File: config.mk
export PLATFORM = sky130hd
export DESIGN_NAME = udl_link_ctrl
export DESIGN_NICKNAME = d
export VERILOG_FILES = /design/src/udl_pkg.sv /design/src/udl_idle_watch.sv /design/src/udl_axil_slave.sv /design/src/udl_link_ctrl.sv
export SDC_FILE = /design/constraint.sdc
export NUM_CORES = 1
export LEC_CHECK = 0
export BUFFER_PORTS_ARGS = -buffer_cell sky130_fd_sc_hd__clkbuf_2
export CAP_MARGIN = 20
export CORE_MARGIN = 3
export CORE_UTILIZATION = 45
export CTS_CLUSTER_SIZE = 12
export DETAILED_ROUTE_END_ITERATION = 12
export PLACE_DENSITY = 0.79
export SYNTH_ARGS = -nofsm -noshare
export SYNTH_HDL_FRONTEND = slang
export SYNTH_SLANG_ARGS = --single-unit
export TNS_END_PERCENT = 100
File: constraint.sdc
create_clock -name aclk -period 3.6 [get_ports aclk]
set_input_delay 0.18 -clock aclk [delete_from_list [all_inputs] [get_ports aclk]]
set_output_delay 0.18 -clock aclk [all_outputs]
set_load 0.1 [all_outputs]
File: src/udl_pkg.sv
// Constants and carrier types of the USB device link control block
package udl_pkg;
  localparam int unsigned AW = 8;
  // Register byte offsets
  localparam logic [AW-1:0] OFF_IRQ_FLAG  = 8'h00;
  localparam logic [AW-1:0] OFF_IRQ_EN    = 8'h04;
  localparam logic [AW-1:0] OFF_LINK_CTRL = 8'h08;
  localparam logic [AW-1:0] OFF_NODE_ID   = 8'h0C;
  localparam logic [AW-1:0] OFF_LINK_STAT = 8'h10;
  localparam logic [AW-1:0] OFF_EP_ZERO   = 8'h14;
  // Interrupt flag bit positions
  localparam int unsigned FB_SOF   = 0;
  localparam int unsigned FB_RESET = 1;
  localparam int unsigned FB_WAKE  = 2;
  localparam int unsigned FB_IDLE  = 3;
  localparam int unsigned FB_FAULT = 4;
  localparam int unsigned FB_SETUP_OVERFLOW_FLAG  = 5;
  // Link control bit positions
  localparam int unsigned CB_FORCE_BUS_RESET   = 0;
  localparam int unsigned CB_FORCED_SLEEP  = 1;
  localparam int unsigned CB_REGULATOR_OFF   = 2;
  localparam int unsigned CB_RESUME = 3;
  localparam int unsigned CB_RSTSEEN = 6;
  localparam int unsigned CB_RSM    = 7;
  // Endpoint 0 done bit
  localparam int unsigned EB_DONE = 7;
  // Reset values and masks
  localparam logic [7:0] CTRL_RESET   = 8'h06;
  localparam logic [7:0] REG_RESET    = 8'h00;
  localparam logic [7:0] CTRL_SW_MASK = 8'h0F;
  localparam logic [7:0] CTRL_ST_MASK = 8'hC0;
  localparam logic [7:0] FLAG_MASK    = 8'h3F;
  localparam logic [7:0] EN_MASK      = 8'hBF;
  localparam logic [7:0] NODE_MASK    = 8'h7F;
  localparam logic [7:0] EP0_SW_MASK  = 8'h77;
  localparam logic [7:0] EP0_KEEP     = 8'h80;
  localparam logic [2:0] FAULT_NONE   = 3'h0;
  localparam logic [1:0] TOKEN_SETUP  = 2'h3;
  localparam logic [1:0] EP_INDEX0    = 2'h0;
  localparam logic [1:0] RESP_OKAY    = 2'h0;
  localparam logic [1:0] RESP_SLVERR  = 2'h2;
  // Idle time before a sleep request
  localparam int unsigned IDLE_TIME_MS = 3;
  localparam int unsigned CLK_HZ       = 100000000;
  localparam int unsigned IDLE_CYCLES  = IDLE_TIME_MS * (CLK_HZ / 1000);

  typedef struct packed {
    logic       sof;
    logic       bus_reset;
    logic       resume_start;
    logic       resume_end;
    logic       activity;
    logic       idle;
    logic       ep0_ok;
    logic [1:0] ep0_token;
    logic       epn_ok;
    logic [1:0] epn_index;
    logic       epn_dir;
    logic       error;
    logic [2:0] err_code;
  } udl_link_ev_t;

  typedef struct packed {
    logic          en;
    logic [AW-1:0] addr;
    logic [7:0]    data;
  } udl_wr_t;
endpackage : udl_pkg

File: src/udl_idle_watch.sv
// Bus idle watchdog that raises a sleep request
`timescale 1ns/10ps
`default_nettype none
module udl_idle_watch #(
  parameter int unsigned LIMIT = udl_pkg::IDLE_CYCLES
) (
  input  wire logic aclk,
  input  wire logic aresetn,
  input  wire logic idle,
  input  wire logic arm,
  input  wire logic disarm,
  output logic      sleep_req
);
  localparam int unsigned CW = $clog2(LIMIT + 2);
  localparam logic [CW-1:0] LIM = CW'(LIMIT);

  logic          armed;
  logic          fired;
  logic [CW-1:0] cnt;
  logic          next_armed;
  logic          next_fired;
  logic [CW-1:0] next_cnt;

  // Pulse on the first idle cycle beyond the limit
  assign sleep_req = armed && idle && !fired && (cnt == LIM);

  always_comb begin
    next_armed = armed;
    next_fired = fired;
    next_cnt   = cnt;
    // Disarm wins: suspend keeps the watch off until rearmed
    if (disarm) begin
      next_armed = 1'b0;
    end else if (arm) begin
      next_armed = 1'b1;
    end
    if (!idle || !armed || arm) begin
      next_cnt   = '0;
      next_fired = 1'b0;
    end else if (sleep_req) begin
      next_fired = 1'b1;
    end else if (!fired) begin
      next_cnt = cnt + 1'b1;
    end
  end

  always_ff @(posedge aclk) begin
    if (!aresetn) begin
      armed <= 1'b1;
      fired <= 1'b0;
      cnt   <= '0;
    end else begin
      armed <= next_armed;
      fired <= next_fired;
      cnt   <= next_cnt;
    end
  end
endmodule : udl_idle_watch
`default_nettype wire

File: src/udl_axil_slave.sv
// AXI4-Lite slave front end for the byte-wide register file
`timescale 1ns/10ps
`default_nettype none
module udl_axil_slave (
  input  wire logic                     aclk,
  input  wire logic                     aresetn,
  input  wire logic [udl_pkg::AW-1:0]   s_axi_awaddr,
  input  wire logic                     s_axi_awvalid,
  output logic                          s_axi_awready,
  input  wire logic [31:0]              s_axi_wdata,
  input  wire logic [3:0]               s_axi_wstrb,
  input  wire logic                     s_axi_wvalid,
  output logic                          s_axi_wready,
  output logic [1:0]                    s_axi_bresp,
  output logic                          s_axi_bvalid,
  input  wire logic                     s_axi_bready,
  input  wire logic [udl_pkg::AW-1:0]   s_axi_araddr,
  input  wire logic                     s_axi_arvalid,
  output logic                          s_axi_arready,
  output logic [31:0]                   s_axi_rdata,
  output logic [1:0]                    s_axi_rresp,
  output logic                          s_axi_rvalid,
  input  wire logic                     s_axi_rready,
  output udl_pkg::udl_wr_t              wr,
  input  wire logic                     wr_hit,
  output logic [udl_pkg::AW-1:0]        rd_addr,
  input  wire logic [7:0]               rd_data,
  input  wire logic                     rd_hit
);
  logic                   aw_have, w_have, w_lane;
  logic [udl_pkg::AW-1:0] aw_addr;
  logic [7:0]             w_data;
  logic                   next_aw_have, next_w_have, next_w_lane;
  logic [udl_pkg::AW-1:0] next_aw_addr;
  logic [7:0]             next_w_data;
  logic                   next_bvalid, next_rvalid;
  logic [1:0]             next_bresp, next_rresp;
  logic [31:0]            next_rdata;
  logic                   do_write;

  assign s_axi_awready = !aw_have;
  assign s_axi_wready  = !w_have;
  assign s_axi_arready = !s_axi_rvalid;
  assign do_write      = aw_have && w_have && !s_axi_bvalid;
  assign rd_addr       = {s_axi_araddr[udl_pkg::AW-1:2], 2'b00};
  // Registers live in byte lane 0; other lanes are ignored
  assign wr.en   = do_write && w_lane;
  assign wr.addr = aw_addr;
  assign wr.data = w_data;

  always_comb begin
    next_aw_have = aw_have;
    next_aw_addr = aw_addr;
    next_w_have  = w_have;
    next_w_data  = w_data;
    next_w_lane  = w_lane;
    next_bvalid  = s_axi_bvalid;
    next_bresp   = s_axi_bresp;
    next_rvalid  = s_axi_rvalid;
    next_rdata   = s_axi_rdata;
    next_rresp   = s_axi_rresp;
    if (s_axi_awvalid && s_axi_awready) begin
      next_aw_have = 1'b1;
      next_aw_addr = {s_axi_awaddr[udl_pkg::AW-1:2], 2'b00};
    end
    if (s_axi_wvalid && s_axi_wready) begin
      next_w_have = 1'b1;
      next_w_data = s_axi_wdata[7:0];
      next_w_lane = s_axi_wstrb[0];
    end
    if (do_write) begin
      next_aw_have = 1'b0;
      next_w_have  = 1'b0;
      next_bvalid  = 1'b1;
      next_bresp   = wr_hit ? udl_pkg::RESP_OKAY : udl_pkg::RESP_SLVERR;
    end else if (s_axi_bvalid && s_axi_bready) begin
      next_bvalid = 1'b0;
    end
    if (s_axi_arvalid && s_axi_arready) begin
      next_rvalid = 1'b1;
      next_rdata  = {24'h000000, rd_data};
      next_rresp  = rd_hit ? udl_pkg::RESP_OKAY : udl_pkg::RESP_SLVERR;
    end else if (s_axi_rvalid && s_axi_rready) begin
      next_rvalid = 1'b0;
    end
  end

  always_ff @(posedge aclk) begin
    if (!aresetn) begin
      aw_have      <= 1'b0;
      aw_addr      <= '0;
      w_have       <= 1'b0;
      w_data       <= 8'h00;
      w_lane       <= 1'b0;
      s_axi_bvalid <= 1'b0;
      s_axi_bresp  <= 2'h0;
      s_axi_rvalid <= 1'b0;
      s_axi_rdata  <= 32'h00000000;
      s_axi_rresp  <= 2'h0;
    end else begin
      aw_have      <= next_aw_have;
      aw_addr      <= next_aw_addr;
      w_have       <= next_w_have;
      w_data       <= next_w_data;
      w_lane       <= next_w_lane;
      s_axi_bvalid <= next_bvalid;
      s_axi_bresp  <= next_bresp;
      s_axi_rvalid <= next_rvalid;
      s_axi_rdata  <= next_rdata;
      s_axi_rresp  <= next_rresp;
    end
  end
endmodule : udl_axil_slave
`default_nettype wire

File: src/udl_link_ctrl.sv
// USB device link control and status registers with AXI4-Lite access
// How it works
// SETUP done on endpoint 0 while its done flag is set sets overrun only
// Any bus error sets the fault flag
// Bus idle for more than 3 ms sets the sleep request flag
// Idle watch armed at USB reset, off from forced sleep to resume end
// Activity during suspend sets the wake flag on its own interrupt line
// Bus reset detection sets the reset flag
// USB reset clears address and endpoint 0 controls
// SOF token sets the start-of-frame flag
// Software clears flags with one full-byte write, no read-modify-write
// Flag and enable both set with global mask clear raises interrupt
// Link control reads 06h after reset
// Resume start and reset start are latched to explain a wake
// Resume bit drives resume signalling; software clears it later
// Regulator off bit powers down; wait 3 us after power-up
// Forced sleep set by software, cleared by bus activity or software
// Forced reset holds the link in reset; release raises reset flag
// Node id holds a 7-bit address, top bit reads zero
// Token kind bits keep the top two PID bits of the endpoint 0 token
// Endpoint 1/2 transfers record direction and endpoint index
// Fault code reports the error type, zero meaning none
// Fault code clears when software clears the fault flag
// Endpoint 0 done set per transfer; USB reset clears bits 6:4, 2:0
// Software cannot set flags, only clear them
// Transfer-ok flag is the OR of all endpoint done flags
// Writing zero clears a flag, writing one leaves it
`timescale 1ns/10ps
`default_nettype none
module udl_link_ctrl #(
  parameter int unsigned IDLE_LIMIT = udl_pkg::IDLE_CYCLES
) (
  input  wire logic                   aclk,
  input  wire logic                   aresetn,
  input  wire logic [udl_pkg::AW-1:0] s_axi_awaddr,
  input  wire logic                   s_axi_awvalid,
  output logic                        s_axi_awready,
  input  wire logic [31:0]            s_axi_wdata,
  input  wire logic [3:0]             s_axi_wstrb,
  input  wire logic                   s_axi_wvalid,
  output logic                        s_axi_wready,
  output logic [1:0]                  s_axi_bresp,
  output logic                        s_axi_bvalid,
  input  wire logic                   s_axi_bready,
  input  wire logic [udl_pkg::AW-1:0] s_axi_araddr,
  input  wire logic                   s_axi_arvalid,
  output logic                        s_axi_arready,
  output logic [31:0]                 s_axi_rdata,
  output logic [1:0]                  s_axi_rresp,
  output logic                        s_axi_rvalid,
  input  wire logic                   s_axi_rready,
  input  wire udl_pkg::udl_link_ev_t  link_ev,
  input  wire logic                   ep_other_done,
  input  wire logic                   irq_global_mask,
  output logic                        irq_usb,
  output logic                        irq_wake,
  output logic                        regulator_off,
  output logic                        resume_drive,
  output logic                        suspend_active,
  output logic                        link_reset,
  output logic [6:0]                  node_addr
);
  udl_pkg::udl_wr_t       wr;
  logic                   wr_hit;
  logic [udl_pkg::AW-1:0] rd_addr;
  logic [7:0]             rd_data;
  logic                   rd_hit;
  logic                   sleep_req;
  logic                   usb_reset_now;
  logic                   xfer_ok_flag;
  logic [7:0]             flag_view;
  logic [7:0]             pending;

  logic [7:0] flags;
  logic [7:0] enable;
  logic [7:0] ctrl;
  logic [7:0] node_id;
  logic [7:0] status;
  logic [7:0] ep0;

  logic [7:0] next_flags;
  logic [7:0] next_enable;
  logic [7:0] next_ctrl;
  logic [7:0] next_node_id;
  logic [7:0] next_status;
  logic [7:0] next_ep0;
  logic       next_link_reset;

  udl_axil_slave u_bus (
    .aclk          (aclk),
    .aresetn       (aresetn),
    .s_axi_awaddr  (s_axi_awaddr),
    .s_axi_awvalid (s_axi_awvalid),
    .s_axi_awready (s_axi_awready),
    .s_axi_wdata   (s_axi_wdata),
    .s_axi_wstrb   (s_axi_wstrb),
    .s_axi_wvalid  (s_axi_wvalid),
    .s_axi_wready  (s_axi_wready),
    .s_axi_bresp   (s_axi_bresp),
    .s_axi_bvalid  (s_axi_bvalid),
    .s_axi_bready  (s_axi_bready),
    .s_axi_araddr  (s_axi_araddr),
    .s_axi_arvalid (s_axi_arvalid),
    .s_axi_arready (s_axi_arready),
    .s_axi_rdata   (s_axi_rdata),
    .s_axi_rresp   (s_axi_rresp),
    .s_axi_rvalid  (s_axi_rvalid),
    .s_axi_rready  (s_axi_rready),
    .wr            (wr),
    .wr_hit        (wr_hit),
    .rd_addr       (rd_addr),
    .rd_data       (rd_data),
    .rd_hit        (rd_hit)
  );

  // Forced sleep disarms; USB reset or resume end rearms
  udl_idle_watch #(
    .LIMIT (IDLE_LIMIT)
  ) u_idle (
    .aclk      (aclk),
    .aresetn   (aresetn),
    .idle      (link_ev.idle),
    .arm       (usb_reset_now || link_ev.resume_end),
    .disarm    (ctrl[udl_pkg::CB_FORCED_SLEEP]),
    .sleep_req (sleep_req)
  );

  assign usb_reset_now = link_ev.bus_reset || ctrl[udl_pkg::CB_FORCE_BUS_RESET];
  assign xfer_ok_flag  = ep0[udl_pkg::EB_DONE] || ep_other_done;
  assign flag_view     = {xfer_ok_flag, 1'b0, flags[5:0]};

  // Wake has its own line so it can bring the core out of halt
  assign pending  = flag_view & enable & {8{!irq_global_mask}};
  assign irq_usb  = |(pending & ~(8'h01 << udl_pkg::FB_WAKE));
  assign irq_wake = pending[udl_pkg::FB_WAKE];

  assign regulator_off  = ctrl[udl_pkg::CB_REGULATOR_OFF];
  assign resume_drive   = ctrl[udl_pkg::CB_RESUME];
  assign suspend_active = ctrl[udl_pkg::CB_FORCED_SLEEP];
  assign node_addr      = node_id[6:0];

  always_comb begin
    wr_hit = 1'b1;
    unique case (wr.addr)
      udl_pkg::OFF_IRQ_FLAG,
      udl_pkg::OFF_IRQ_EN,
      udl_pkg::OFF_LINK_CTRL,
      udl_pkg::OFF_NODE_ID,
      udl_pkg::OFF_EP_ZERO:   wr_hit = 1'b1;
      default:                wr_hit = 1'b0;
    endcase
  end

  always_comb begin
    rd_hit  = 1'b1;
    rd_data = 8'h00;
    unique case (rd_addr)
      udl_pkg::OFF_IRQ_FLAG:  rd_data = flag_view;
      udl_pkg::OFF_IRQ_EN:    rd_data = enable;
      udl_pkg::OFF_LINK_CTRL: rd_data = ctrl;
      udl_pkg::OFF_NODE_ID:   rd_data = node_id;
      udl_pkg::OFF_LINK_STAT: rd_data = status;
      udl_pkg::OFF_EP_ZERO:   rd_data = ep0;
      default:                rd_hit  = 1'b0;
    endcase
  end

  always_comb begin
    next_flags   = flags;
    next_enable  = enable;
    next_ctrl    = ctrl;
    next_node_id = node_id;
    next_status  = status;
    next_ep0     = ep0;
    // Software first, hardware after: a set in the same cycle wins
    if (wr.en) begin
      unique case (wr.addr)
        udl_pkg::OFF_IRQ_FLAG:
          next_flags = flags & (wr.data | ~udl_pkg::FLAG_MASK);
        udl_pkg::OFF_IRQ_EN:
          next_enable = wr.data & udl_pkg::EN_MASK;
        udl_pkg::OFF_LINK_CTRL:
          next_ctrl = (wr.data & udl_pkg::CTRL_SW_MASK)
                    | (ctrl & wr.data & udl_pkg::CTRL_ST_MASK);
        udl_pkg::OFF_NODE_ID:
          next_node_id = wr.data & udl_pkg::NODE_MASK;
        udl_pkg::OFF_EP_ZERO:
          next_ep0 = (wr.data & udl_pkg::EP0_SW_MASK)
                   | (ep0 & wr.data & udl_pkg::EP0_KEEP);
        default: ;
      endcase
    end
    if (flags[udl_pkg::FB_FAULT] && !next_flags[udl_pkg::FB_FAULT]) begin
      next_status[2:0] = udl_pkg::FAULT_NONE;
    end
    if (link_ev.sof) begin
      next_flags[udl_pkg::FB_SOF] = 1'b1;
    end
    if (link_ev.error) begin
      next_flags[udl_pkg::FB_FAULT] = 1'b1;
      next_status[2:0] = link_ev.err_code;
    end
    if (link_ev.epn_ok) begin
      next_status[5]   = link_ev.epn_dir;
      next_status[4:3] = link_ev.epn_index;
    end
    if (link_ev.ep0_ok) begin
      if (link_ev.ep0_token == udl_pkg::TOKEN_SETUP
          && ep0[udl_pkg::EB_DONE]) begin
        // Status is kept so software still sees the pending transfer
        next_flags[udl_pkg::FB_SETUP_OVERFLOW_FLAG] = 1'b1;
      end else begin
        next_status[7:6] = link_ev.ep0_token;
        next_status[4:3] = udl_pkg::EP_INDEX0;
        next_ep0[udl_pkg::EB_DONE] = 1'b1;
      end
    end
    if (sleep_req) begin
      next_flags[udl_pkg::FB_IDLE] = 1'b1;
    end
    if (ctrl[udl_pkg::CB_FORCED_SLEEP] && link_ev.activity) begin
      next_flags[udl_pkg::FB_WAKE] = 1'b1;
      next_ctrl[udl_pkg::CB_FORCED_SLEEP] = 1'b0;
    end
    if (link_ev.resume_start) begin
      next_ctrl[udl_pkg::CB_RSM] = 1'b1;
    end
    if (link_ev.bus_reset) begin
      next_ctrl[udl_pkg::CB_RSTSEEN] = 1'b1;
    end
    // Release of the forced reset counts as a reset event
    if (link_ev.bus_reset
        || (ctrl[udl_pkg::CB_FORCE_BUS_RESET] && !next_ctrl[udl_pkg::CB_FORCE_BUS_RESET])) begin
      next_flags[udl_pkg::FB_RESET] = 1'b1;
    end
    if (usb_reset_now) begin
      next_node_id = udl_pkg::REG_RESET;
      next_ep0     = next_ep0 & udl_pkg::EP0_KEEP;
    end
    next_link_reset = link_ev.bus_reset || next_ctrl[udl_pkg::CB_FORCE_BUS_RESET];
  end

  always_ff @(posedge aclk) begin
    if (!aresetn) begin
      flags      <= udl_pkg::REG_RESET;
      enable     <= udl_pkg::REG_RESET;
      ctrl       <= udl_pkg::CTRL_RESET;
      node_id    <= udl_pkg::REG_RESET;
      status     <= udl_pkg::REG_RESET;
      ep0        <= udl_pkg::REG_RESET;
      link_reset <= 1'b0;
    end else begin
      flags      <= next_flags;
      enable     <= next_enable;
      ctrl       <= next_ctrl;
      node_id    <= next_node_id;
      status     <= next_status;
      ep0        <= next_ep0;
      link_reset <= next_link_reset;
    end
  end
endmodule : udl_link_ctrl
`default_nettype wire

Yosys cells after proc, flatten, opt, wreduce, memory -nomap -nowiden

Cells that the tools add are included.

Register bits after elaboration: 99
Input bits: 78
Output and inout bits: 54
Logic and storage cells: 161

Add/subtract/negate cells: 1
Eq/ne operators: 11
Muxes and demuxes: 34
Bitwise gates (word level): 11
Reduce and logical (&&, ||, !) cells: 71

Operator list:

| cell                    | count |
|---|---|
| $pmux W8 S6             | 1 |
| $and A8 B8 Y8           | 5 |
| $reduce_bool A2 Y1      | 17 |
| $mux W8                 | 4 |
| $reduce_and A2 Y1       | 14 |
| $eq A6 B2 Y1 const B    | 4 |
| $mux W1                 | 20 |
| $add A19 B1 Y19 const B | 1 |
| $eq A19 B19 Y1 const B  | 1 |
| $eq A6 B3 Y1 const B    | 3 |
| $logic_not A8 Y1        | 2 |
| $logic_and A1 B1 Y1     | 15 |
| $eq A6 B1 Y1 const B    | 2 |
| $mux W6                 | 2 |
| $logic_not A1 Y1        | 10 |
| $mux W2                 | 5 |
| $or A4 B8 Y8            | 1 |
| $or A7 B8 Y8            | 1 |
| $logic_or A1 B1 Y1      | 7 |
| $reduce_or A7 Y1        | 1 |
| $mux W3                 | 2 |
| $reduce_or A2 Y1        | 3 |
| $reduce_or A6 Y1        | 1 |
| $reduce_or A5 Y1        | 1 |
| other kinds (2)         | 5 |

Logic depth before layout (Yosys ltp)

Gate-level depths: netlist of run 1.

Depth after elaboration: 9
Gate-level depth with buffers: 8
Gate-level depth less buffers: 7

Modules after synthesis

Synthesis of run 1 repeated with hierarchy kept, for this count alone.

Cells, all modules: 522
Area, all modules: 4571.9 µm²

By module, submodules not included:

| module         | times used | cells each | area an instance (µm²) | seq. area each (µm²) |
|---|---|---|---|---|
| udl_link_ctrl  | 1          | 245        | 2173.3                 | 840.8 |
| udl_axil_slave | 1          | 160        | 1386.3                 | 580.6 |
| udl_idle_watch | 1          | 117        | 1012.2                 | 420.4 |

Worst setup path before layout of run 1

OpenSTA, ideal clock, no wires.

Kind: register -> register
Start: register u_bus.s_axi_bvalid
End: register link_reset
Setup time: 0.115 ns
Data arrival time: 2.168 ns
Required time: 3.485 ns
Slack: 1.318 ns
Cell stages (with the launch flop): 7
Buffers on the path: 1
Period minus slack after synthesis: 2.282 ns
Cell sequence: dfxtp_1 -> nand3b_1 -> nor3_2 -> and3_1 -> buf_2 -> mux2_1 -> o21a_1

Cells in the longest elaborated chain, start to end: 5

RTL lines:

| what                     | RTL line              | source |
|---|---|---|
| start: declaration       | udl_axil_slave.sv:15  | `output logic s_axi_bvalid,` |
| start signal: assignment | udl_axil_slave.sv:106 | `s_axi_bvalid <= next_bvalid;` |
| $logic_not A1 Y1         | udl_axil_slave.sv:44  | `assign do_write = aw_have && w_have && !s_axi_bvalid;` |
| $logic_and A1 B1 Y1      | udl_axil_slave.sv:44  |  |
| $logic_and A1 B1 Y1      | udl_axil_slave.sv:47  | `assign wr.en = do_write && w_lane;` |
| $mux W8                  | udl_link_ctrl.sv:176  | `if (wr.en) begin` |
| $logic_or A1 B1 Y1       | udl_link_ctrl.sv:240  | `next_link_reset = link_ev.bus_reset \|\| next_ctrl[udl_pkg::CB_FORCE_BUS_RESET];` |
| end signal: assignment   | udl_link_ctrl.sv:259  | `link_reset <= next_link_reset;` |
| end: declaration         | udl_link_ctrl.sv:60   | `output logic link_reset,` |

No other way between the ends. The select of a mux whose other input is x is not followed.
A chain may end at the register's enable or synchronous reset.

Worst setup path after layout of run 1

Start: register ctrl[0]
End: register u_idle.cnt[12]

Cells in the longest elaborated chain, start to end: 4

RTL lines:

| what                              | RTL line             | source |
|---|---|---|
| start: declaration                | udl_link_ctrl.sv:76  | `logic [7:0] ctrl;` |
| start signal: assignment          | udl_link_ctrl.sv:247 | `ctrl <= udl_pkg::CTRL_RESET;` |
| start signal: assignment          | udl_link_ctrl.sv:255 | `ctrl <= next_ctrl;` |
| $logic_or A1 B1 Y1                | udl_link_ctrl.sv:128 | `assign usb_reset_now = link_ev.bus_reset \|\| ctrl[udl_pkg::CB_FORCE_BUS_RESET];` |
| $logic_or A1 B1 Y1                | udl_link_ctrl.sv:123 | `.arm (usb_reset_now \|\| link_ev.resume_end),` |
| $logic_or A1 B1 Y1                | udl_idle_watch.sv:37 | `if (!idle \|\| !armed \|\| arm) begin` |
| $reduce_or A2 Y1 (no source line) | -                    |  |
| end signal: assignment            | udl_idle_watch.sv:55 | `cnt <= next_cnt;` |
| end: declaration                  | udl_idle_watch.sv:19 | `logic [CW-1:0] cnt;` |

No other way between the ends.

==> results of run 1 <==
registers in the layout, summed over array words and instances (netlist names), 7 cells and up:
name	cells
ep0	7
u_bus.w_data	8
enable	7
u_idle.cnt	19
status	8
node_id	7
u_bus.s_axi_rdata	8
worst min path at each step:
stage | slack (ns) | start | to
after global routing | 0.07 | s_axi_wdata[1] | u_bus.w_data[1]
after detailed placement | 0.42 | s_axi_wdata[1] | u_bus.w_data[1]
after floorplan | 0.30 | link_ev[15] | link_reset
after CTS | 0.05 | s_axi_wdata[1] | u_bus.w_data[1]
after global placement | 0.42 | s_axi_arvalid | u_bus.s_axi_rvalid
final | 0.05 | s_axi_wdata[1] | u_bus.w_data[1]
synth_stat cells, types with 3 or more instances:
master / instances
sky130_fd_sc_hd__a21boi_0: 13
sky130_fd_sc_hd__a21oi_1: 16
sky130_fd_sc_hd__a21oi_2: 4
sky130_fd_sc_hd__a221oi_1: 5
sky130_fd_sc_hd__a22oi_1: 4
sky130_fd_sc_hd__a31oi_1: 3
sky130_fd_sc_hd__and3_1: 3
sky130_fd_sc_hd__buf_4: 26
sky130_fd_sc_hd__clkbuf_1: 16
sky130_fd_sc_hd__dfxtp_1: 92
sky130_fd_sc_hd__inv_1: 16
sky130_fd_sc_hd__mux2_2: 4
sky130_fd_sc_hd__mux2i_1: 35
sky130_fd_sc_hd__nand2_1: 42
sky130_fd_sc_hd__nand2b_1: 5
sky130_fd_sc_hd__nand3_1: 13
sky130_fd_sc_hd__nand3b_1: 8
sky130_fd_sc_hd__nand4_1: 6
sky130_fd_sc_hd__nor2_1: 43
sky130_fd_sc_hd__nor2b_1: 26
sky130_fd_sc_hd__nor3_1: 8
sky130_fd_sc_hd__nor3b_1: 3
sky130_fd_sc_hd__nor4_4: 3
sky130_fd_sc_hd__o21ai_0: 23
sky130_fd_sc_hd__o221ai_1: 3
sky130_fd_sc_hd__o2bb2ai_1: 3
sky130_fd_sc_hd__o31ai_1: 3
sky130_fd_sc_hd__or3_1: 7
sky130_fd_sc_hd__or4_1: 5
sky130_fd_sc_hd__xnor2_1: 5
tightest hold or removal path, stage by stage:
cell                       delay, ns
sky130_fd_sc_hd__clkbuf_2       0.08
sky130_fd_sc_hd__nand2_1        0.04
sky130_fd_sc_hd__a21boi_0       0.06
power groups by stage:
| stage | Clock, W | Combinational (W) | Sequential, W |
|---|---|---|---|
| floorplan | 0 | 0.000249 | 0.00112 |
| global placement | 0 | 0.000312 | 0.00109 |
| detailed placement | 0 | 0.000316 | 0.00110 |
| CTS | 0.000862 | 0.000318 | 0.00107 |
| global route | 0.000900 | 0.000337 | 0.00108 |
| finish | 0.000853 | 0.000319 | 0.00107 |
cell type report:
cell class,instances,share of cell area (%)
clock buffers,12,3.117
well taps,129,3.243
clock inverters,4,1.911
repair buffers,75,7.592
multi-input cells,357,45.93
inverters,16,1.207
flip-flops and latches,92,37.00
routing by layer:
layer / GRT usage (%) / routed length, µm / vias to the layer above
met5: 0 / 0 / -
met4: 7.966 / 235 / 0
met3: 2.594 / 572 / 20
met2: 31.23 / 4841 / 125
met1: 24.91 / 4592 / 1728
li1: - / - / 1802
per-stage QoR:
stage               std cells  util (%)
finish                    685     53.36
global route              685     53.36
CTS                       685     53.36
detailed placement        669     50.68
global placement          669     50.68
floorplan                 512         -
cells by family (layout without fill, tap and decap cells):
group | count (synthesis) | in the layout | synth area share, %
buffers and inverters | 63 | 107 | 7.860
muxes | 40 | 40 | 9.288
AOI/OAI and AO/OA | 98 | 98 | 15.69
other | 1 | 26 | 0.08566
xor gates and xnor gates | 7 | 7 | 1.400
and+or+nand+nor | 184 | 184 | 23.04
adders and majority gates | 2 | 2 | 0.5715
DFF | 92 | 92 | 42.07
==> reports/results.txt, run 1 <==
The wire-length estimate of the detail-placed layout is 7632 µm. The vertical die dimension is 104.6 µm, and the number of buffers inserted by post-CTS setup repair is 0. In this run the critical register-to-register path is launched from ctrl[0].

The data arrival time of the critical path is 2.65 ns, and the number of inserted filler cells in the final layout is 849. For the pin with the worst max-slew slack, the measured transition is 0.7884 ns. The top-area cell type share of the netlist area is 42.07%, and the max-slew headroom at the worst pin is 47.44%. The fraction of final layout cells with drive strength greater than 1 is 19.78%, and the multi-input gate area in the final layout is 2286 µm². The logs give 0 for the number of hold buffers added after cts and 0 for the number of setup violations in the final report. The commonest non-fill, non-tap cell in the layout was sky130_fd_sc_hd__dfxtp_1.

On the critical path the largest part of the delay comes from simple AND/OR/NAND/NOR gates. By area the synthesized netlist is led by sky130_fd_sc_hd__dfxtp_1 42%, sky130_fd_sc_hd__mux2i_1 8.0%, sky130_fd_sc_hd__buf_4 4.5%, sky130_fd_sc_hd__nor2b_1 3.7%, sky130_fd_sc_hd__nor2_1 3.7%. Cell taking the most area after synthesis: sky130_fd_sc_hd__dfxtp_1.

Summed over all nets, the switching power comes to 0.0006358 W. The tools report the clock sink total as 92. Measured in cells, the most critical reg-to-reg path has a length of 5. The worst setup path is of the flip-flop to flip-flop kind. Of the total power, the share spent switching nets is 28.32%. The repair_antennas step left the layout with diodes totalling 0. The worst setup path is launched from a flip-flop. The launching element of the worst setup path is ctrl[0]. The design draws 0.002245 W.

The critical path runs through a total of 5 cells. Once the floorplan was initialized, standard cells occupied 46.93% of the core. For the worst-skew pair, the clock arrives at the later sink with an insertion delay of 0.35 ns. The number of enable flip-flop cells after synthesis works out to 0.

Clock skew on the completed layout was measured at 0.007080 ns. The area occupied by registers is 1842 µm², and the register clock-pin slew on the reported worst setup and hold paths is 0.09 ns. After synthesis, the netlist uses 61 different library cells. The clock tree synthesis step divided the H-tree into 3 levels. The final period demand of the worst path works out to 2.343 ns.

The depth of the worst hold-timing path is 3, and the boundary pin count is 132. The cell with the most instances on the worst path was sky130_fd_sc_hd__nand2_1. The run gives 0 ns as the post-route setup TNS. Detailed routing inserted a total of 3,675 vias.

In the finished design, the share of the clock period the worst path needs comes to 65.09%. After synthesis, the share of flip-flops with an asynchronous set or reset is 0%. IR analysis of the VDD net gives a maximum drop of 0.0001982 V.

On the worst path, the slowest cell contributes a delay of 0.79 ns. The signal on the critical path passes through nor2_1 > nand2_1 > or3_1 > or4_1 > nand2_1. The sort of element at the end of the critical path is a flip-flop. For the worst setup path, the data required time is 3.90 ns. The run finished with clean final reports.

Global routing finished with a remaining overflow of 0. Final critical-path setup slack: 1.257 ns. The max-slew violation count is 0. The share of total power dissipated in combinational logic is 14.2%. The finished cells cover 4977 µm².

The run gives 426.8 MHz as the highest achievable clock rate. The run gives 631 as the post-layout net count. The master of the slowest instance on the critical path is sky130_fd_sc_hd__or3_1. The cell count after synthesis came out at 487. The tightest hold margin came out at 0.05461 ns. The region available for standard cell placement spans 9328 µm². After clock tree synthesis, the repair step resized 0 gates. The overall die area is 10,950 µm², and the synthesized area per cell is 8.990 µm².

Entering global routing, the biggest net connects 57 pins. After detailed routing, the number of remaining DRC violations is 0. During placement, the flow inserted port buffers numbering 74.

The number of buffers and inverters on the critical path is 0. The first-pass GRT wire length is 17,120 µm, and the residual antenna-violating net count after detailed routing is 0. The via count of the first global-routing pass was 3,615.

Along the worst path, the maximum fanout reaches 20. For this run, the number of Yosys warnings is 0. The pre-antenna-repair detailed-routing pass consisted of 5 iterations. After the first detailed-routing iteration, the DRC count stood at 185.

The areal power density over the cells works out to 451.1 nW/µm². The worst register-to-register path ends at u_idle.cnt[12]. For this run, the register share of the synthesized area comes to 42.07%.

Internal power comes to 0.001609 W. Number of standard-cell rows in the floorplan: 35. In the final routed layout, each cell accounts on average for 14.95 µm.

The tools report the clock share of power as 38.0%. Static leakage: 1.995 nW. For flop-to-flop paths, the worst setup slack is 1.26 ns.

OpenSTA, run right after detailed placement, puts the worst setup slack at 1.325 ns. The share of total power dissipated in sequential elements is 47.8%. The count of final hold-check violations is 0. The type of the most critical hold path is input port to flip-flop. Setup repair after global routing left no endpoint under its margin. The chip width was 104.6 µm.

The routed design has 10,240 µm of wire. Relative to the synthesized area, the layout overhead comes to 13.69%. Following the worst setup path forward leads to its endpoint at u_idle.cnt[12]. Initial antenna violation count: 0.

The cell sitting at the root of the clock tree is a sky130_fd_sc_hd__clkbuf_8. The tools report the maximum number of buffers from clock root to sink as 2. The tool flagged a number of max-cap violations equal to 0.

Among all flip-flop cells after synthesis, the most frequent one is sky130_fd_sc_hd__dfxtp_1. For this run, the total global-route usage over all layers was measured as 18.93%. The ratio of routed vias to standard cells is 5.365, and the global placement routability congestion is 0.8332. The number of clock buffers added by TritonCTS is 9. The cell area that synthesis handed to floorplanning was 4378 µm². The post-synthesis register bit count is 92. In the layout the commonest cells are 92 x sky130_fd_sc_hd__dfxtp_1, 74 x sky130_fd_sc_hd__clkbuf_2, 43 x sky130_fd_sc_hd__nor2_1, 42 x sky130_fd_sc_hd__nand2_1, 35 x sky130_fd_sc_hd__mux2i_1. TritonCTS built the clock tree. The run gives 4727 µm² as the area after detailed placement.
Power figures use the tool's default switching activity.
==> run 2: changes to the inputs <==
--- a/config.mk
+++ b/config.mk
@@ -5,13 +5,14 @@
 export SDC_FILE = /design/constraint.sdc
 export NUM_CORES = 1
 export LEC_CHECK = 0
+export ABC_AREA = 1
 export BUFFER_PORTS_ARGS = -buffer_cell sky130_fd_sc_hd__clkbuf_2
 export CAP_MARGIN = 20
 export CORE_MARGIN = 3
 export CORE_UTILIZATION = 45
 export CTS_CLUSTER_SIZE = 12
 export DETAILED_ROUTE_END_ITERATION = 12
-export PLACE_DENSITY = 0.79
+export PLACE_DENSITY = 0.82
 export SYNTH_ARGS = -nofsm -noshare
 export SYNTH_HDL_FRONTEND = slang
 export SYNTH_SLANG_ARGS = --single-unit
==> constraint.sdc (replaced) <==
create_clock -name aclk -period 2.15 [get_ports aclk]
set_input_delay 0.1075 -clock aclk [delete_from_list [all_inputs] [get_ports aclk]]
set_output_delay 0.1075 -clock aclk [all_outputs]
set_load 0.1 [all_outputs]
==> run 2 against run 1 <==
  * Cell count up 26%
  * Sequential power rose by 68%
  * Wire length grew 11%
  * Synthesized cell count up 30%
  * Clock power is 31% higher
  * Via count increased by 20%
  * Clock-buffer cell count fell by 3
  * Setup slack worse by 0.96 ns
  * Flip-flop and latch count unchanged
  * Cell area increased by 6.3%
  * Critical endpoint is now irq_usb
  * Highest routed layer unchanged
==> reports/results.txt, run 2 <==
The run gives 11,350 µm² as the overall die area. Among all cell types in the netlist, the one instantiated most often is sky130_fd_sc_hd__nand2_1. The most used flip-flop cell after synthesis is sky130_fd_sc_hd__dfxtp_1.

The required time reported for the critical path endpoint is 2.04 ns. In this run, post-CTS hold repair placed 18 buffers. The peak ir drop on the vdd network is 0.0003293 V, and the static leakage is 2.219 nW. The run finished with clean final reports.

The worst-margin pin slew was 0.7172 ns. The critical path is of the flip-flop to output pin type. Once detail routing completed, the nets flagged for antenna violations numbered 0. The vertical die dimension works out to 106.5 µm.

The run gives 5291 µm² as the final instance area. The sequential element share of the synthesized area is 40.50%, and the number of buffers inserted by post-CTS setup repair is 0. Setup violations remaining at the end of the flow were counted as 0. Walking the worst path, the cells encountered are inv_1 > nand2_1 > a221oi_1 > a31oi_2 > clkbuf_2.

By area the synthesized netlist is led by sky130_fd_sc_hd__dfxtp_1 40%, sky130_fd_sc_hd__nand2_1 10%, sky130_fd_sc_hd__a21oi_1 6.9%, sky130_fd_sc_hd__o21ai_0 6.5%, sky130_fd_sc_hd__nor2_1 5.9%. The layout has 985 filler cells. The largest single stage delay on the critical path is 0.39 ns.

The run gives 11,360 µm as the routed wire length. The number of flip-flops under the largest register name came out at 19. At the end of routability-driven placement, the weighted congestion stood at 0.9370.

The tools report the number of standard-cell rows in the floorplan as 36. In this run the cell area measured after placement is 4925 µm². STA classifies the critical path endpoint as an output pin.

The max-slew violation count was 0. Along the worst path, the maximum fanout reaches 5. The layout-stage area growth over the synthesis result is 16.34%, and the post-synthesis register bit count is 92.

TritonCTS created 9 clock buffers. The clock net in this run drives a total of 92 sinks. TritonCTS built the clock tree. Area of the core: 9819 µm². The top-area cell type share of the netlist area came out at 40.50%. For the final database, setup skew stands at 0.01516 ns. The commonest cells after synthesis are 126 x sky130_fd_sc_hd__nand2_1, 92 x sky130_fd_sc_hd__dfxtp_1, 71 x sky130_fd_sc_hd__nor2_1. The effective utilization at floorplan is 46.32%.

The post-layout net count was 802. After synthesis the cells add up to 4548 µm². The register with the highest flop count is u_idle.cnt.

For the count of cell types in the netlist, the log shows 40. The number of I/O port buffers was 74; the post-route setup TNS was 0 ns. The overall via count from detail_route is 4,392. The tools report the first-pass GRT wire length as 18,690 µm.

The final period demand of the worst path was 1.852 ns. The count of final hold-check violations is 0, and the HPWL after detailed placement is 8171 µm. A synthesized cell averages 7.185 µm². The number of gates resized after CTS was 0. The highest achievable clock rate was 539.9 MHz.

The detailed router finished its first iteration with 340 violations. 132 I/O pins were placed. The number of synthesis warnings is 0, and the ratio of routed vias to standard cells is 5.107. The floorplan step set the die width to 106.5 µm. In the layout the commonest cells are 126 x sky130_fd_sc_hd__nand2_1, 91 x sky130_fd_sc_hd__dfxtp_1, 74 x sky130_fd_sc_hd__clkbuf_2, 71 x sky130_fd_sc_hd__nor2_1, 63 x sky130_fd_sc_hd__a21oi_1. Across the run, the number of max-cap violations was 0. Data on the critical path arrives at its endpoint at 1.74 ns. 0 antenna diodes ended up in the layout. The worst setup path is launched from a flip-flop.

Counting along the longest clock path gives a buffer depth of 2. Setup repair after global routing left no endpoint under its margin. The path class of the tightest hold or removal check is input port to flip-flop. The commonest non-fill, non-tap cell in the layout is sky130_fd_sc_hd__nand2_1. The part of the cycle the worst path needs was 86.15%. The master of the slowest instance on the critical path was sky130_fd_sc_hd__clkbuf_2. The first detailed-routing pass ran for 5 iterations. The tools report the via count of the first global-routing pass as 3,933. The number of enable flip-flop cells after synthesis works out to 0. Max-slew headroom at the worst pin: 52.14%. Dividing the detail-routed wire length by the instance count gives 13.21 µm. The share of flip-flops with an asynchronous set or reset after synthesis works out to 0%. Global routing used 20.44% of the available tracks. Clock-pin slew was measured on the worst setup and hold paths at 0.11 ns.

In this run the clock root is driven by a sky130_fd_sc_hd__clkbuf_8. In the final layout, the share of cells above drive strength 1 is 16.64%. On the final layout, the worst hold slack is 0.01452 ns. For this run the aggregate overflow at the end of global routing stands at 0. The initial antenna violation count was 0. For the worst-skew pair, the clock arrives at the later sink with an insertion delay of 0.37 ns. sky130_fd_sc_hd__dfxtp_1 takes more of the synthesized area than any other cell.

The H-tree was split into 3 levels. Synthesis handed over a netlist of 633 instances. The largest net degree at the start of global routing was 36. For this run, design rule violations remaining after detail routing come to 0. For this design the ratio of total power to cell area is 663.8 nW/µm².
run 2: critical path, delay by kind of cell, from the launching register on:
family | cells | cell delay, ns
buf+inv | 2 | 0.46
compound gates | 2 | 0.46
flops | 1 | 0.38
simple gates | 1 | 0.07
run 2: kinds of logic (layout without fill, tap and decap cells):
family	count (synthesis)	count (layout)	share of synthesized area [%]
flops	92	92	40.50
compound gates	137	137	16.07
buf+inv	100	169	11.55
simple gates	287	287	28.50
fa+ha+maj	2	2	0.5501
xor+xnor	12	12	2.311
mux	2	2	0.4402
other cells	1	26	0.08245
run 2: area by class of cell:
class                   count  area [µm²]  share of cell area [%]
clock buffers               9       123.9                   2.341
repair buffers             99       603.1                   11.40
flip-flops and latches     92        1846                   34.88
multi-input cells         466        2281                   43.11
well taps                 133       166.4                   3.145
clock inverters             7       62.56                   1.182
inverters                  54       209.0                   3.949
run 2: power breakdown:
group | internal [W] | switching (W)
logic | 0.000118 | 0.000469
registers | 0.00176 | 0.0000435
clock network | 0.000447 | 0.000675
total | 0.00232 | 0.00119
run 2: per-stage QoR:
step | utilization [%] | cells | total power (W) | setup WS (ns)
finish | 53.89 | 860 | 0.003512 | 0.2978
global route | 53.89 | 860 | 0.003654 | 0.1842
CTS | 53.89 | 860 | 0.003528 | 0.2977
detailed placement | 50.15 | 826 | 0.002397 | 0.4432
global placement | 50.15 | 826 | 0.002391 | 0.4998
floorplan | - | 658 | 0.002315 | 0.1117
run 2: final timing paths:
path,endpoint,from,slack [ns],depth (start not counted)
worst max register to register,u_idle.cnt[18],u_idle.cnt[0],0.41,9
worst min register to register,u_bus.s_axi_rdata[6],u_bus.s_axi_rdata[6],0.47,2
worst max-delay path,irq_usb,ep0[7],0.30,5
worst min-delay path,flags[5],link_ev[9],0.01,3
run 2: routing by layer:
layer	track usage, %	up-vias	wire, µm
met3	4.311	25	978
met2	31.95	192	5039
li1	-	2231	-
met1	27.78	1944	5025
met5	0	-	0
met4	7.671	0	318
==> run 3: changes to the inputs <==
--- a/config.mk
+++ b/config.mk
@@ -13,6 +13,7 @@
 export CTS_CLUSTER_SIZE = 12
 export DETAILED_ROUTE_END_ITERATION = 12
 export PLACE_DENSITY = 0.82
+export REMOVE_ABC_BUFFERS = 1
 export SYNTH_ARGS = -nofsm -noshare
 export SYNTH_HDL_FRONTEND = slang
 export SYNTH_SLANG_ARGS = --single-unit
==> run 3 against run 2 <==
  * Sequential share of layout area increased by 0.21 points
  * Register-to-register slack better by 0.07 ns
  * Die area unchanged
  * Non-clock buffer count down 3
  * Cell count decreased by 0.35%
  * Core utilization shrank 0.43 points
  * Wire length down 5.9%
  * Sequential power hardly changed
  * Clock power about the same
  * Critical endpoint unchanged
  * Largest power group unchanged
  * Highest routed layer unchanged
==> reports/results.txt, run 3 (synthesized netlist as in run 2, its figures left out) <==
The run finished with clean final reports. IR analysis of the VDD net gives a maximum drop of 0.0003013 V. The sort of element at the end of the critical path was an output pin. Timing would allow up to 537.3 MHz. The repair_antennas step left the layout with diodes totalling 0.

The DRC marker count from the first detailed-route iteration was 188; the count of cells resized by post-cts repair was 0. For the HPWL after detailed placement, the log shows 8008 µm. The final period demand of the worst path was 1.861 ns; the final instance area was 5249 µm². In this run the count of I/O pins placed on the die edge is 132. Of the total power, the clock network draws 31.9%. The chip width works out to 106.5 µm. The number of I/O port buffers works out to 74.

The internal power of the cells totals 0.002323 W. The maximum number of buffers from clock root to sink is 2, and the average wire per cell in the routed design is 12.48 µm. After clock tree synthesis, the clock-pin slew on the worst setup and hold paths is 0.10 ns. The number of buffers inserted by post-CTS setup repair is 0, and the total track usage is 19.04%. The part of the cycle the worst path needs was 86.57%. Data on the critical path arrives at its endpoint at 1.75 ns.

The number of setup violations in the final report is 0. The finished layout holds 857 standard cells, fillers aside. The worst setup path is launched from a flip-flop. The analysis attributes to net switching a power of 0.001171 W. The logs give 0.01526 ns for the worst setup skew after layout and 0 for the residual antenna-violating net count after detailed routing. The share of total power dissipated in sequential elements is 51.5%. After detailed placement, the total cell area comes to 4911 µm².

Fraction of final layout cells with drive strength greater than 1: 16.30%. Summing internal, switching and leakage power gives 0.003494 W. The tools report the sum of overflow across all layers after global routing as 0. The initial antenna violation count was 0; the clock sink total was 92. The global placement routability congestion was 0.8974; the DRC violations left was 0. Across the run, the number of max-cap violations was 0. The number of placed instances, taps included, is 826. For the tightest hold margin, the log shows 0.01358 ns.

The register with the most flip-flops in the final layout is u_idle.cnt. The H-tree generated during clock tree synthesis spans 3 levels. TritonCTS built the clock tree. For the static leakage, the log shows 2.207 nW. In this run the tightest slew margin relative to its limit is 53.27%.

The max-slew violation count was 0. The critical setup path kind is flip-flop to output pin. For this run, the detailed router's first-pass iteration total came to 5. The tools report the buffer cell driving the clock tree root as sky130_fd_sc_hd__clkbuf_8. The final critical-path setup slack is 0.2887 ns, and the number of standard-cell rows in the floorplan is 36. At the pin with the least slew margin, the transition time is 0.7002 ns. The first global-routing pass estimated 17,840 µm of wire. In this run the power density over the cells is 665.6 nW/µm².

Effective utilization at floorplan: 46.32%. Setup repair after global routing left no endpoint under its margin. For the area of the core, the log shows 9819 µm².

The switching share of power was 33.52%. The type of the most critical hold path is input port to flip-flop. For this run, the post-layout net count is 799. In this run, CTS created clock tree buffers numbering 9.

The tools report the via count of the first global-routing pass as 3,858. The routed wire length was 10,700 µm. Using the TritonRoute via totals, the vias-per-cell ratio works out to 5.007.

Entering global routing, the biggest net connects 36 pins. The overall via count from detail_route came out at 4,291. Count of final hold-check violations: 0. The vertical die dimension works out to 106.5 µm. For the worst-skew pair, the clock arrives at the later sink with an insertion delay of 0.36 ns.

The run gives 15 as the number of hold buffers added after cts. In the layout the commonest cells are 126 x sky130_fd_sc_hd__nand2_1, 92 x sky130_fd_sc_hd__dfxtp_1, 74 x sky130_fd_sc_hd__clkbuf_2, 71 x sky130_fd_sc_hd__nor2_1, 63 x sky130_fd_sc_hd__a21oi_1. The largest fanout on the critical path was 5; the required time reported for the critical path endpoint was 2.04 ns. The die covers 11,350 µm².

The share of total power dissipated in combinational logic is 16.5%. OpenSTA, run right after detailed placement, puts the worst setup slack at 0.4994 ns. The register with the most flip-flops in the layout has 19 of them. The commonest non-fill, non-tap cell in the layout is sky130_fd_sc_hd__nand2_1. Layout-stage area growth over the synthesis result: 15.41%.
-- run 3: changes by cell type in the layout (fill, tap and decap cells not counted) --
cell	previous run	this run
sky130_fd_sc_hd__a31oi_1	0	1
sky130_fd_sc_hd__a31oi_2	1	0
sky130_fd_sc_hd__clkinv_4	1	0
sky130_fd_sc_hd__dfxtp_1	91	92
sky130_fd_sc_hd__dfxtp_4	1	0
sky130_fd_sc_hd__dlygate4sd3_1	18	15
sky130_fd_sc_hd__inv_1	48	49
sky130_fd_sc_hd__inv_6	4	3
sky130_fd_sc_hd__inv_8	1	2
-- run 3: path summary, 6_finish.rpt --
check | from | endpoint | slack (ns) | cells past startpoint
setup / recovery | ep0[7] | irq_usb | 0.29 | 5
hold / removal | link_ev[3] | status[2] | 0.01 | 3
setup reg to reg | u_idle.cnt[0] | u_idle.cnt[17] | 0.48 | 9
hold reg to reg | u_bus.s_axi_rdata[2] | u_bus.s_axi_rdata[2] | 0.47 | 2
-- run 3: layout make-up --
cell class,count,area (µm²)
fill,956,4571
multi-input combinational,466,2275
sequential,92,1842
timing repair buffer,96,573.1
inverter,54,205.2
tap,133,166.4
clock buffer,9,123.9
clock inverter,7,63.81
-- run 3: per-layer routing --
metal / global-route usage [%] / share of wire (%)
met5: 0 / 0
met4: 4.840 / 1.7
met3: 3.825 / 6.7
met2: 33.98 / 49
met1: 23.42 / 43
-- run 3: metrics by stage --
step	setup TNS [ns]	util (%)
4_1_cts	0	53.45
3_3_place_gp	0	50.01
2_1_floorplan	-4.591	-
3_5_place_dp	0	50.01
5_1_grt	0	53.45
6_report	0	53.45
-- run 3: power by group through the flow --
stage | sequential (W) | combinational [W] | clock [W]
2_1_floorplan | 0.00188 | 0.000378 | 0
3_3_place_gp | 0.00184 | 0.000550 | 0
3_5_place_dp | 0.00184 | 0.000554 | 0
4_1_cts | 0.00180 | 0.000576 | 0.00114
5_1_grt | 0.00181 | 0.000621 | 0.00121
6_report | 0.00180 | 0.000578 | 0.00112
-- run 3: critical path: stages (launching register included) --
cell and delay (ns):
sky130_fd_sc_hd__dfxtp_1 0.36, sky130_fd_sc_hd__inv_1 0.06, sky130_fd_sc_hd__nand2_1 0.07, sky130_fd_sc_hd__a221oi_1 0.34
sky130_fd_sc_hd__a31oi_1 0.16, sky130_fd_sc_hd__clkbuf_2 0.40
